File: config.mk
export PLATFORM = sky130hd
export DESIGN_NAME = bfag_guard
export DESIGN_NICKNAME = d
export VERILOG_FILES = /design/src/logic/bfag_lock_decode.v /design/src/logic/bfag_guard.v
export VERILOG_INCLUDE_DIRS = /design/src /design/src/include
export SDC_FILE = /design/constraint.sdc
export NUM_CORES = 1
export LEC_CHECK = 0
export ABC_CLOCK_PERIOD_IN_PS = 4700
export BUFFER_PORTS_ARGS = -buffer_cell sky130_fd_sc_hd__buf_4
export CORE_MARGIN = 1
export CORE_UTILIZATION = 50
export CTS_BUF_LIST = sky130_fd_sc_hd__clkbuf_8
export CTS_CLUSTER_SIZE = 40
export DETAILED_ROUTE_END_ITERATION = 12
export PLACE_DENSITY_LB_ADDON = 0.25
export RECOVER_POWER = 50
export SKIP_LAST_GASP = 1
export SLEW_MARGIN = 20
export SYNTH_ARGS = -nofsm -noshare
export SYNTH_HDL_FRONTEND = slang
export SYNTH_SLANG_ARGS = --single-unit
File: constraint.sdc
create_clock -name clk -period 4.7 [get_ports clk]
set_clock_uncertainty 0.1 [all_clocks]
set_input_delay 0.94 -clock clk [delete_from_list [all_inputs] [get_ports clk]]
set_output_delay 0.94 -clock clk [all_outputs]
set_load 0.01 [all_outputs]
File: src/include/bfag_consts.vh
// Constants for the boot flash access guard
`ifndef BFAG_CONSTS_VH
`define BFAG_CONSTS_VH

// Flash word address and byte address widths
`define BFAG_WA_W 13
`define BFAG_BA_W 14

// First word of the stalling area (fixed split)
`define BFAG_STALL_START 13'h1C00

// Store operation command codes
`define BFAG_CMD_FILL   3'h0
`define BFAG_CMD_ERASE  3'h1
`define BFAG_CMD_WRITE  3'h2
`define BFAG_CMD_LOCK   3'h3
`define BFAG_CMD_REREAD 3'h4

// Lock bit positions inside the 4-bit lock word
`define BFAG_APP_WRITE_BIT 0
`define BFAG_APP_READ_BIT  1
`define BFAG_LDR_WRITE_BIT 2
`define BFAG_LDR_READ_BIT  3

// Lock word with nothing programmed
`define BFAG_LOCK_NONE 4'hF

// Register offsets
`define BFAG_REG_STATUS 4'h0
`define BFAG_REG_CTRL   4'h4

// Status register fields
`define BFAG_ST_BUSY_BIT   0
`define BFAG_ST_ACTIVE_BIT 1
`define BFAG_ST_HALT_BIT   2
`define BFAG_ST_LOCK_LSB   4

// Control register fields and reset value
`define BFAG_CTRL_VEC_BIT 0
`define BFAG_CTRL_RESET   1'h0

`endif

File: src/logic/bfag_lock_decode.v
// Decoder for one two-bit boot lock field
`timescale 1ns/1ps

module bfag_lock_decode (
  input  wire [1:0] field,       // {read bit, write bit}, 0 = programmed
  output wire       write_deny,  // Store writes and erases refused
  output wire       read_deny    // Cross-section loads and irqs barred
);

  // Write bit programmed: modes 10 and 00 bar writes
  assign write_deny = ~field[0];

  // Read bit programmed: modes 00 and 01 bar reads
  assign read_deny  = ~field[1];

endmodule // bfag_lock_decode

File: src/logic/bfag_guard.v
// Boot flash access guard: stall, busy flag and lock checks
//
// Our own choices: the strobed register port and the register offsets.
`timescale 1ns/1ps
`include "bfag_consts.vh"

// Notes on behaviour
// - Stalling area programming halts CPU throughout
// - Concurrent area programming keeps CPU running
// - Two independent lock fields, app and loader
// - Locks only clear on full chip erase
// - General write lock ignores program stores
// - General read/write lock ignores loads, stores
// - Lock bit 1 unprogrammed, 0 programmed
// - App field 11: app section unrestricted
// - App write bit 0: refuse app writes
// - App read bit 0: loader loads of app refused
// - App read bit, loader vectors: mute app irqs
// - Loader field 11: loader section unrestricted
// - Loader write bit 0: refuse loader writes
// - Loader read bit 0: app loads of loader refused
// - Loader read bit, app vectors: mute loader irqs
// - Program stores act only from loader section
// - Busy flag set while concurrent area blocked
module bfag_guard (
  input  wire                  clk,             // System clock
  input  wire                  reset,           // Async, active high
  input  wire [3:0]            reg_addr,        // Register byte offset
  input  wire [7:0]            reg_wdata,       // Register write data
  input  wire                  reg_wr,          // Write strobe
  input  wire                  reg_rd,          // Read strobe
  output wire [7:0]            reg_rdata,       // Read data, next cycle
  input  wire [`BFAG_WA_W-1:0] fetch_addr,      // Word address executing
  input  wire [`BFAG_WA_W-1:0] loader_start,    // First loader word
  input  wire                  irq_req_in,      // Core wants an irq
  output wire                  irq_allow,       // Irq may be taken
  output wire                  fetch_block,     // Fetch must not proceed
  input  wire                  load_req,        // Program memory load
  input  wire [`BFAG_BA_W-1:0] load_addr,       // Load byte address
  output wire                  load_grant,      // Load passed to flash
  input  wire                  store_req,       // Program store op
  input  wire [2:0]            store_cmd,       // Store command code
  input  wire [`BFAG_WA_W-1:0] store_addr,      // Store word address
  input  wire [7:0]            store_data,      // Lock data for lock set
  output wire                  flash_fill,      // Page buffer fill pulse
  output wire                  flash_erase,     // Page erase start pulse
  output wire                  flash_write,     // Page write start pulse
  output wire [`BFAG_WA_W-1:0] flash_page_addr, // Latched target address
  input  wire                  flash_done,      // Array finished op
  output wire                  cpu_halt,        // Stall the core
  output wire                  area_busy_flag,  // Concurrent area blocked
  input  wire [3:0]            nv_lock_in,      // Stored lock word
  input  wire                  prog_lock_wr,    // External programming
  input  wire [3:0]            prog_lock_data,  // External lock data
  input  wire                  chip_erase,      // Full chip erase
  output wire [3:0]            lock_bits        // Current lock word
);

  // Section decode of a word address
  // Loader section spans loader_start to the top word
  function is_loader;
    input [`BFAG_WA_W-1:0] a;
    input [`BFAG_WA_W-1:0] start;
    begin
      is_loader = (a >= start);
    end
  endfunction

  // Stalling area decode of a word address
  // Fixed split, unlike the fuse-sized loader start
  function is_stall;
    input [`BFAG_WA_W-1:0] a;
    begin
      is_stall = (a >= `BFAG_STALL_START);
    end
  endfunction

  // State, all but rdata_nxt set by the asynchronous reset; lock word and lock_pend_r to ones
  reg  [3:0]            lock_r;      // Lock word, 0 = programmed
  reg                   lock_pend_r; // Lock word not yet loaded
  reg                   busy_r;      // Area busy flag
  reg                   active_r;    // Erase or write in progress
  reg                   op_stall_r;  // Running op hits stalling area
  reg                   vec_ldr_r;   // Irq vectors in loader section
  reg                   fill_r;      // Fill strobe to array
  reg                   erase_r;     // Erase strobe to array
  reg                   write_r;     // Write strobe to array
  reg  [`BFAG_WA_W-1:0] page_r;      // Latched page address
  reg  [7:0]            rdata_r;     // Read data holding register
  reg  [7:0]            rdata_nxt;   // Read data next value

  // Combinational decode terms
  wire [1:0]            app_lock_field;    // App section field
  wire [1:0]            loader_lock_field; // Loader section field
  wire                  app_wdeny;         // App writes barred
  wire                  app_rdeny;         // App cross reads barred
  wire                  ldr_wdeny;         // Loader writes barred
  wire                  ldr_rdeny;         // Loader cross reads barred
  wire                  exec_ldr;          // Running from loader
  wire [`BFAG_WA_W-1:0] load_word;         // Load target word
  wire                  load_ldr;          // Load targets loader
  wire                  tgt_ldr;           // Store targets loader
  wire                  st_ok;             // Store may act at all
  wire                  prog_cmd;          // Erase or write command
  wire                  prog_ok;           // Erase or write passes
  wire                  start_op;          // Erase or write starts
  wire                  rww_set;           // Busy flag set event
  wire                  rww_clr;           // Busy flag clear event
  wire                  lock_set;          // Software lock set

  // Fields kept apart so either can be set alone
  assign app_lock_field    = {lock_r[`BFAG_APP_READ_BIT], lock_r[`BFAG_APP_WRITE_BIT]};
  assign loader_lock_field = {lock_r[`BFAG_LDR_READ_BIT], lock_r[`BFAG_LDR_WRITE_BIT]};

  // One decoder per field, same polarity for both
  bfag_lock_decode u_app_dec (
    .field      (app_lock_field),
    .write_deny (app_wdeny),
    .read_deny  (app_rdeny)
  );

  // Loader field decoder
  bfag_lock_decode u_ldr_dec (
    .field      (loader_lock_field),
    .write_deny (ldr_wdeny),
    .read_deny  (ldr_rdeny)
  );

  // Where code runs and where accesses aim
  // Loads carry byte addresses; the low bit picks the byte
  assign exec_ldr  = is_loader(fetch_addr, loader_start);
  assign load_word = load_addr[`BFAG_BA_W-1:1];
  assign load_ldr  = is_loader(load_word, loader_start);
  assign tgt_ldr   = is_loader(store_addr, loader_start);

  // Stores from the app section and during an op are dropped
  // A store that arrives mid-op is lost, not queued
  assign st_ok    = store_req & exec_ldr & ~active_r;
  assign prog_cmd = (store_cmd == `BFAG_CMD_ERASE) | (store_cmd == `BFAG_CMD_WRITE);

  // General lock modes are not inputs here: stores see only boot locks
  // Fills and lock sets are never refused by the boot locks
  assign prog_ok  = tgt_ldr ? ~ldr_wdeny : ~app_wdeny;
  assign start_op = st_ok & prog_cmd & prog_ok;
  assign lock_set = st_ok & (store_cmd == `BFAG_CMD_LOCK);

  // Busy flag set by an op aimed at the concurrent area
  // Stalling area ops halt the core instead of flagging
  assign rww_set = start_op & ~is_stall(store_addr);

  // Cleared by re-read enable after the op, or by a buffer fill
  // Neither passes while an op runs, st_ok sees to that
  assign rww_clr = st_ok & ((store_cmd == `BFAG_CMD_REREAD) | (store_cmd == `BFAG_CMD_FILL));

  // Halt only while an op on the stalling area runs
  // Registered terms only, so the core sees a clean level
  assign cpu_halt = active_r & op_stall_r;

  // Fetch must wait in a halt or from a blocked area
  // Stalling area code keeps running under a busy flag
  assign fetch_block = cpu_halt | (busy_r & ~is_stall(fetch_addr));

  // Loads: no read in a halt, none of a blocked area,
  // cross-section reads gated by the target's read bit;
  // the general read/write lock has no say here
  assign load_grant = load_req & ~cpu_halt
                    & ~(busy_r & ~is_stall(load_word))
                    & ~(exec_ldr & ~load_ldr & app_rdeny)
                    & ~(~exec_ldr & load_ldr & ldr_rdeny);

  // Irqs muted when vectors sit across a read-locked boundary
  // The core keeps its request pending; this only masks it
  assign irq_allow = irq_req_in
                   & ~(app_rdeny & vec_ldr_r & ~exec_ldr)
                   & ~(ldr_rdeny & ~vec_ldr_r & exec_ldr);

  // Outputs straight from registers
  // No logic after these flip-flops
  assign area_busy_flag  = busy_r;
  assign flash_fill      = fill_r;
  assign flash_erase     = erase_r;
  assign flash_write     = write_r;
  assign flash_page_addr = page_r;
  assign lock_bits       = lock_r;
  assign reg_rdata       = rdata_r;

  // Lock word: loaded after reset, bits only ever programmed
  // Reset alone must not unlock, so the stored word is fetched
  // on the first edge after release rather than under reset
  // Chip erase beats every programming source in one cycle
  always @(posedge clk or posedge reset) begin
    if (reset) begin
      lock_r      <= `BFAG_LOCK_NONE;
      lock_pend_r <= 1'b1;
    end else begin
      lock_pend_r <= 1'b0;
      if (chip_erase) begin
        // Only way back to unprogrammed
        lock_r <= `BFAG_LOCK_NONE;
      end else if (lock_pend_r) begin
        // Pick up the stored word
        lock_r <= nv_lock_in;
      end else if (prog_lock_wr) begin
        // External programming may only program bits
        lock_r <= lock_r & prog_lock_data;
      end else if (lock_set) begin
        // Software may only program bits
        lock_r <= lock_r & store_data[3:0];
      end
    end
  end

  // Op tracking: started by a passing store, ended by the array
  // Stores are refused while active, so start and done never meet
  always @(posedge clk or posedge reset) begin
    if (reset) begin
      active_r   <= 1'b0;
      op_stall_r <= 1'b0;
      page_r     <= {`BFAG_WA_W{1'b0}};
    end else begin
      if (start_op) begin
        // Latch target so the pointer is free again
        active_r   <= 1'b1;
        op_stall_r <= is_stall(store_addr);
        page_r     <= store_addr;
      end else if (flash_done) begin
        // Halt lifts with the array's done
        active_r   <= 1'b0;
        op_stall_r <= 1'b0;
      end
      if (st_ok & (store_cmd == `BFAG_CMD_FILL)) begin
        // Buffer fill also carries its address
        page_r <= store_addr;
      end
    end
  end

  // Array strobes: one-cycle pulses
  // Refused stores leave every strobe low
  always @(posedge clk or posedge reset) begin
    if (reset) begin
      fill_r  <= 1'b0;
      erase_r <= 1'b0;
      write_r <= 1'b0;
    end else begin
      fill_r  <= st_ok & (store_cmd == `BFAG_CMD_FILL);
      erase_r <= start_op & (store_cmd == `BFAG_CMD_ERASE);
      write_r <= start_op & (store_cmd == `BFAG_CMD_WRITE);
    end
  end

  // Busy flag: set beats clear in the same cycle
  // Otherwise a clear beside a new op would hide it
  always @(posedge clk or posedge reset) begin
    if (reset) begin
      busy_r <= 1'b0;
    end else if (rww_set) begin
      busy_r <= 1'b1;
    end else if (rww_clr) begin
      busy_r <= 1'b0;
    end
  end

  // Control register: vector placement
  // Bit 0 high: vectors in the loader section
  always @(posedge clk or posedge reset) begin
    if (reset) begin
      vec_ldr_r <= `BFAG_CTRL_RESET;
    end else if (reg_wr && (reg_addr == `BFAG_REG_CTRL)) begin
      vec_ldr_r <= reg_wdata[`BFAG_CTRL_VEC_BIT];
    end
  end

  // Read mux: unmapped offsets read zero
  // Status is read-only; writes to it are dropped
  always @* begin
    rdata_nxt = 8'h00;
    case (reg_addr)
      `BFAG_REG_STATUS: begin
        rdata_nxt[`BFAG_ST_BUSY_BIT]                      = busy_r;
        rdata_nxt[`BFAG_ST_ACTIVE_BIT]                    = active_r;
        rdata_nxt[`BFAG_ST_HALT_BIT]                      = cpu_halt;
        rdata_nxt[`BFAG_ST_LOCK_LSB+3:`BFAG_ST_LOCK_LSB] = lock_r;
      end
      `BFAG_REG_CTRL: begin
        rdata_nxt[`BFAG_CTRL_VEC_BIT] = vec_ldr_r;
      end
      default: begin
        rdata_nxt = 8'h00;
      end
    endcase
  end

  // Read data stands one cycle after the strobe only
  // Zero outside the answer cycle keeps the bus quiet
  always @(posedge clk or posedge reset) begin
    if (reset) begin
      rdata_r <= 8'h00;
    end else if (reg_rd) begin
      rdata_r <= rdata_nxt;
    end else begin
      rdata_r <= 8'h00;
    end
  end

endmodule // bfag_guard

==> impl_metrics.ini <==
[floorplanning]
ios = 127
core_region_area_um2 = 4384
die_h_um = 69.93
start_util_pct = 52.63
rows = 24
dieArea_um2 = 4890
dieWidth_um = 69.93

[routing]
viasPerCell = 5.266
first_pass_iters = 4
drc = 0
wirelength_um = 5848
met3_length_um = 340
drt_iter0_markers = 65
top_layer = met4
wl_per_cell_um = 14.81
wl_met1_um = 2351
ant_nets = 0
dr_wl_met2_um = 3087
vias = 2080

[clocking]
cts_setup_buffers = 0
cts_tree = yes
holdBufCountCts = 0
insertion_delay_ns = 0.29
root_buffer = clkbuf_8
cts-buffers-inserted = 5
numClockSinks = 32
htree_levels = 2
clkTransAtPathRegs_ns = 0.07
postCtsResizedCells = 0
cts_buffer_depth = 2

[timing]
finalHoldViolations = 0
max_freq_ghz = 0.2416
rsz0062_at_grt = no
fin_crit_ns = 4.140
tightest_slew_ns = 1.613
hold_ws_ns = 0.4157
finalCritPeriodShare_pct = 88.08
setup_viol = 0
final.setup.tns_ns = 0
slew-limit-headroom_pct = -7.549
timing.final.max_slew_violations = 33

[job]
drv_cap = 1

[logic_synthesis]
synth.area.mux_share_pct = 9.870
ys_async_sr_fraction_pct = 100.0
syn_avg_cell_area_um2 = 10.39
synth_seq_cells = 32
synthDistinctLibCells = 40
yosysTopAreaCell = dfrtp_1
netlist_area_um2 = 2307
synth-edff-count = 0
synth_seq_area_share_pct = 34.98
synthAdderAreaFrac_pct = 21.15
synth_warnings = 0
synth-compound-area-share_pct = 13.34
synth_top_area_share_pct = 29.28
synthCells = 222
yosys-top-cells-area = dfrtp_1, ha_1, mux2_4
ys.flop_type = dfrtp_1
synth_top_family_by_area = adder cells
synth_xor_area_share_pct = 0.3796
synthSimpleGateAreaFrac_pct = 16.21

[worst_setup_path]
cp.required_ns = 3.66
crit_path_end_kind = output pin
start_kind = primary input
setup.worst_path.class = primary input to output pin
critical_path.max_fanout = 8
cp.arrival_ns = 3.10

[pwr]
pwr_density_cell_nw_per_um2 = 302.2
p_int_uw = 705.7
clkPwrFrac_pct = 25.6
power.share.sequential_pct = 37.5
p_leak_uw = 0.001764
switching_share_pct = 29.05
switchingPower_uw = 288.9
combPwrFrac_pct = 36.8
vdd_drop_max_mv = 0.3511

[final_layout]
layout-drive-gt1-share_pct = 40.52
diodes = 0
fin_nets = 475
fin_cells = 395
syn_to_final_growth_pct = 42.62

[run_status]
violations = capacitance limit, slew limit
outcome = finished, violations left

[global_route]
grt_max_degree = 33
overflow = 0
track_usage_pct = 26.00
first_global_vias = 2148
grt_pass1_wl_um = 9846
antenna_found_initial = 0

[min_path]
hold_path.class = flip-flop to flip-flop

[placed_design]
numPortBuffers = 113
placed_cells = 387
globalplace.congestion = 0.8465
hpwl_um = 4931
final timing paths:
check | startpoint | end | slack (ns) | depth (start not counted)
worst max-delay path | loader_start[12] | load_grant | 0.56 | 10
worst min-delay path | flash_page_addr[11]$_DFFE_PP0P_ | flash_page_addr[11]$_DFFE_PP0P_ | 0.42 | 1
worst max register to register | active_r$_DFFE_PP0P_ | flash_page_addr[6]$_DFFE_PP0P_ | 2.69 | 6
worst min register to register | flash_page_addr[11]$_DFFE_PP0P_ | flash_page_addr[11]$_DFFE_PP0P_ | 0.42 | 1
max in group asynchronous | reset | flash_fill$_DFF_PP0_ | 2.44 | 3
min in group asynchronous | reset | reg_rdata[2]$_DFF_PP0_ | 1.12 | 3
kinds of logic (layout without fill, tap and decap cells):
group,Yosys count,in the layout
other,1,2
multiplexers,17,17
flip-flops,32,32
adder cells (fa/ha/maj),39,39
XOR/XNOR,1,1
buffers and inverters,21,141
AO/OA/AOI/OAI,46,46
AND/OR/NAND/NOR,65,65
cell usage in the layout, fill, tap and decap left out, types with 2 or more instances in the layout:
cell and n:
nand4_1 4, clkbuf_1 8, clkbuf_4 2, nor2b_1 2, a21o_1 9, dfrtp_1 27
clkbuf_8 5, nand2b_1 5, nor3_1 8, dfstp_2 5, nor3b_1 3, nand3_1 6
conb_1 2, buf_4 104, and2_0 4, nor2_1 6, a21oi_1 17, mux2_4 10
ha_1 39, o21ai_0 10, inv_1 20, nand2_1 13, nor4_1 2, o21ai_1 4
nand3b_1 5, mux2_2 5
worst max-delay path, stage by stage:
cell	delay [ns]
buf_4	0.07
inv_1	0.06
ha_1	0.34
nand4_1	0.15
or4_1	0.56
a211oi_2	0.26
a2111oi_4	0.15
nor3b_1	0.17
a211oi_1	0.22
buf_4	0.16
power by group through the flow:
stage,Sequential (uW),Combinational (uW),Clock [uW]
after floorplan,396,160,0
after global placement,375,356,0
after detailed placement,377,369,0
after CTS,373,371,262
after global routing,380,399,276
final,373,366,255
sequential cells by signal (all words and copies together) (netlist names):
signal	cells
vec_ldr_r	1
area_busy_flag	1
flash_page_addr	13
flash_erase	1
lock_bits	4
flash_fill	1
reg_rdata	7
active_r	1
flash_write	1
lock_pend_r	1
op_stall_r	1
through the flow:
stage | power, uW | worst slack [ns] | area, um2 | util (%)
after floorplan | 555.7 | 0.8748 | 2311 | -
after global placement | 730.3 | 0.5710 | 3213 | 73.29
after detailed placement | 745.7 | 0.5781 | 3213 | 73.29
after CTS | 1006 | 0.5758 | 3321 | 75.74
after global routing | 1055 | 0.4370 | 3291 | 75.06
final | 994.6 | 0.5602 | 3291 | 75.06
Yosys cell counts, drive strengths merged, types with 4 or more instances:
library cell	n
dfstp	5
nand4	4
nor3	10
mux2	16
dfrtp	27
inv	19
nand3	6
nor2	6
and2	4
ha	39
nand3b	5
nand2	13
o21ai	14
a21oi	17
nand2b	5
a21o	9
layer usage:
| metal | GRT usage (%) | up-vias |
|---|---|---|
| met5 | 0 | - |
| met4 | 7.778 | 0 |
| met3 | 6.926 | 8 |
| met2 | 47.44 | 68 |
| met1 | 29.47 | 962 |
| li1 | - | 1042 |
area by class of cell:
cell class,count,area [um2]
inverters,19,71.32
flip-flops and latches,32,807.0
multi-input cells,170,1414
clock buffers,5,68.82
repair buffers,114,825.8
well taps,52,65.06
clock inverters,3,38.79
fillers,369,1094
No activity file was read; power rests on OpenSTA's default activity.
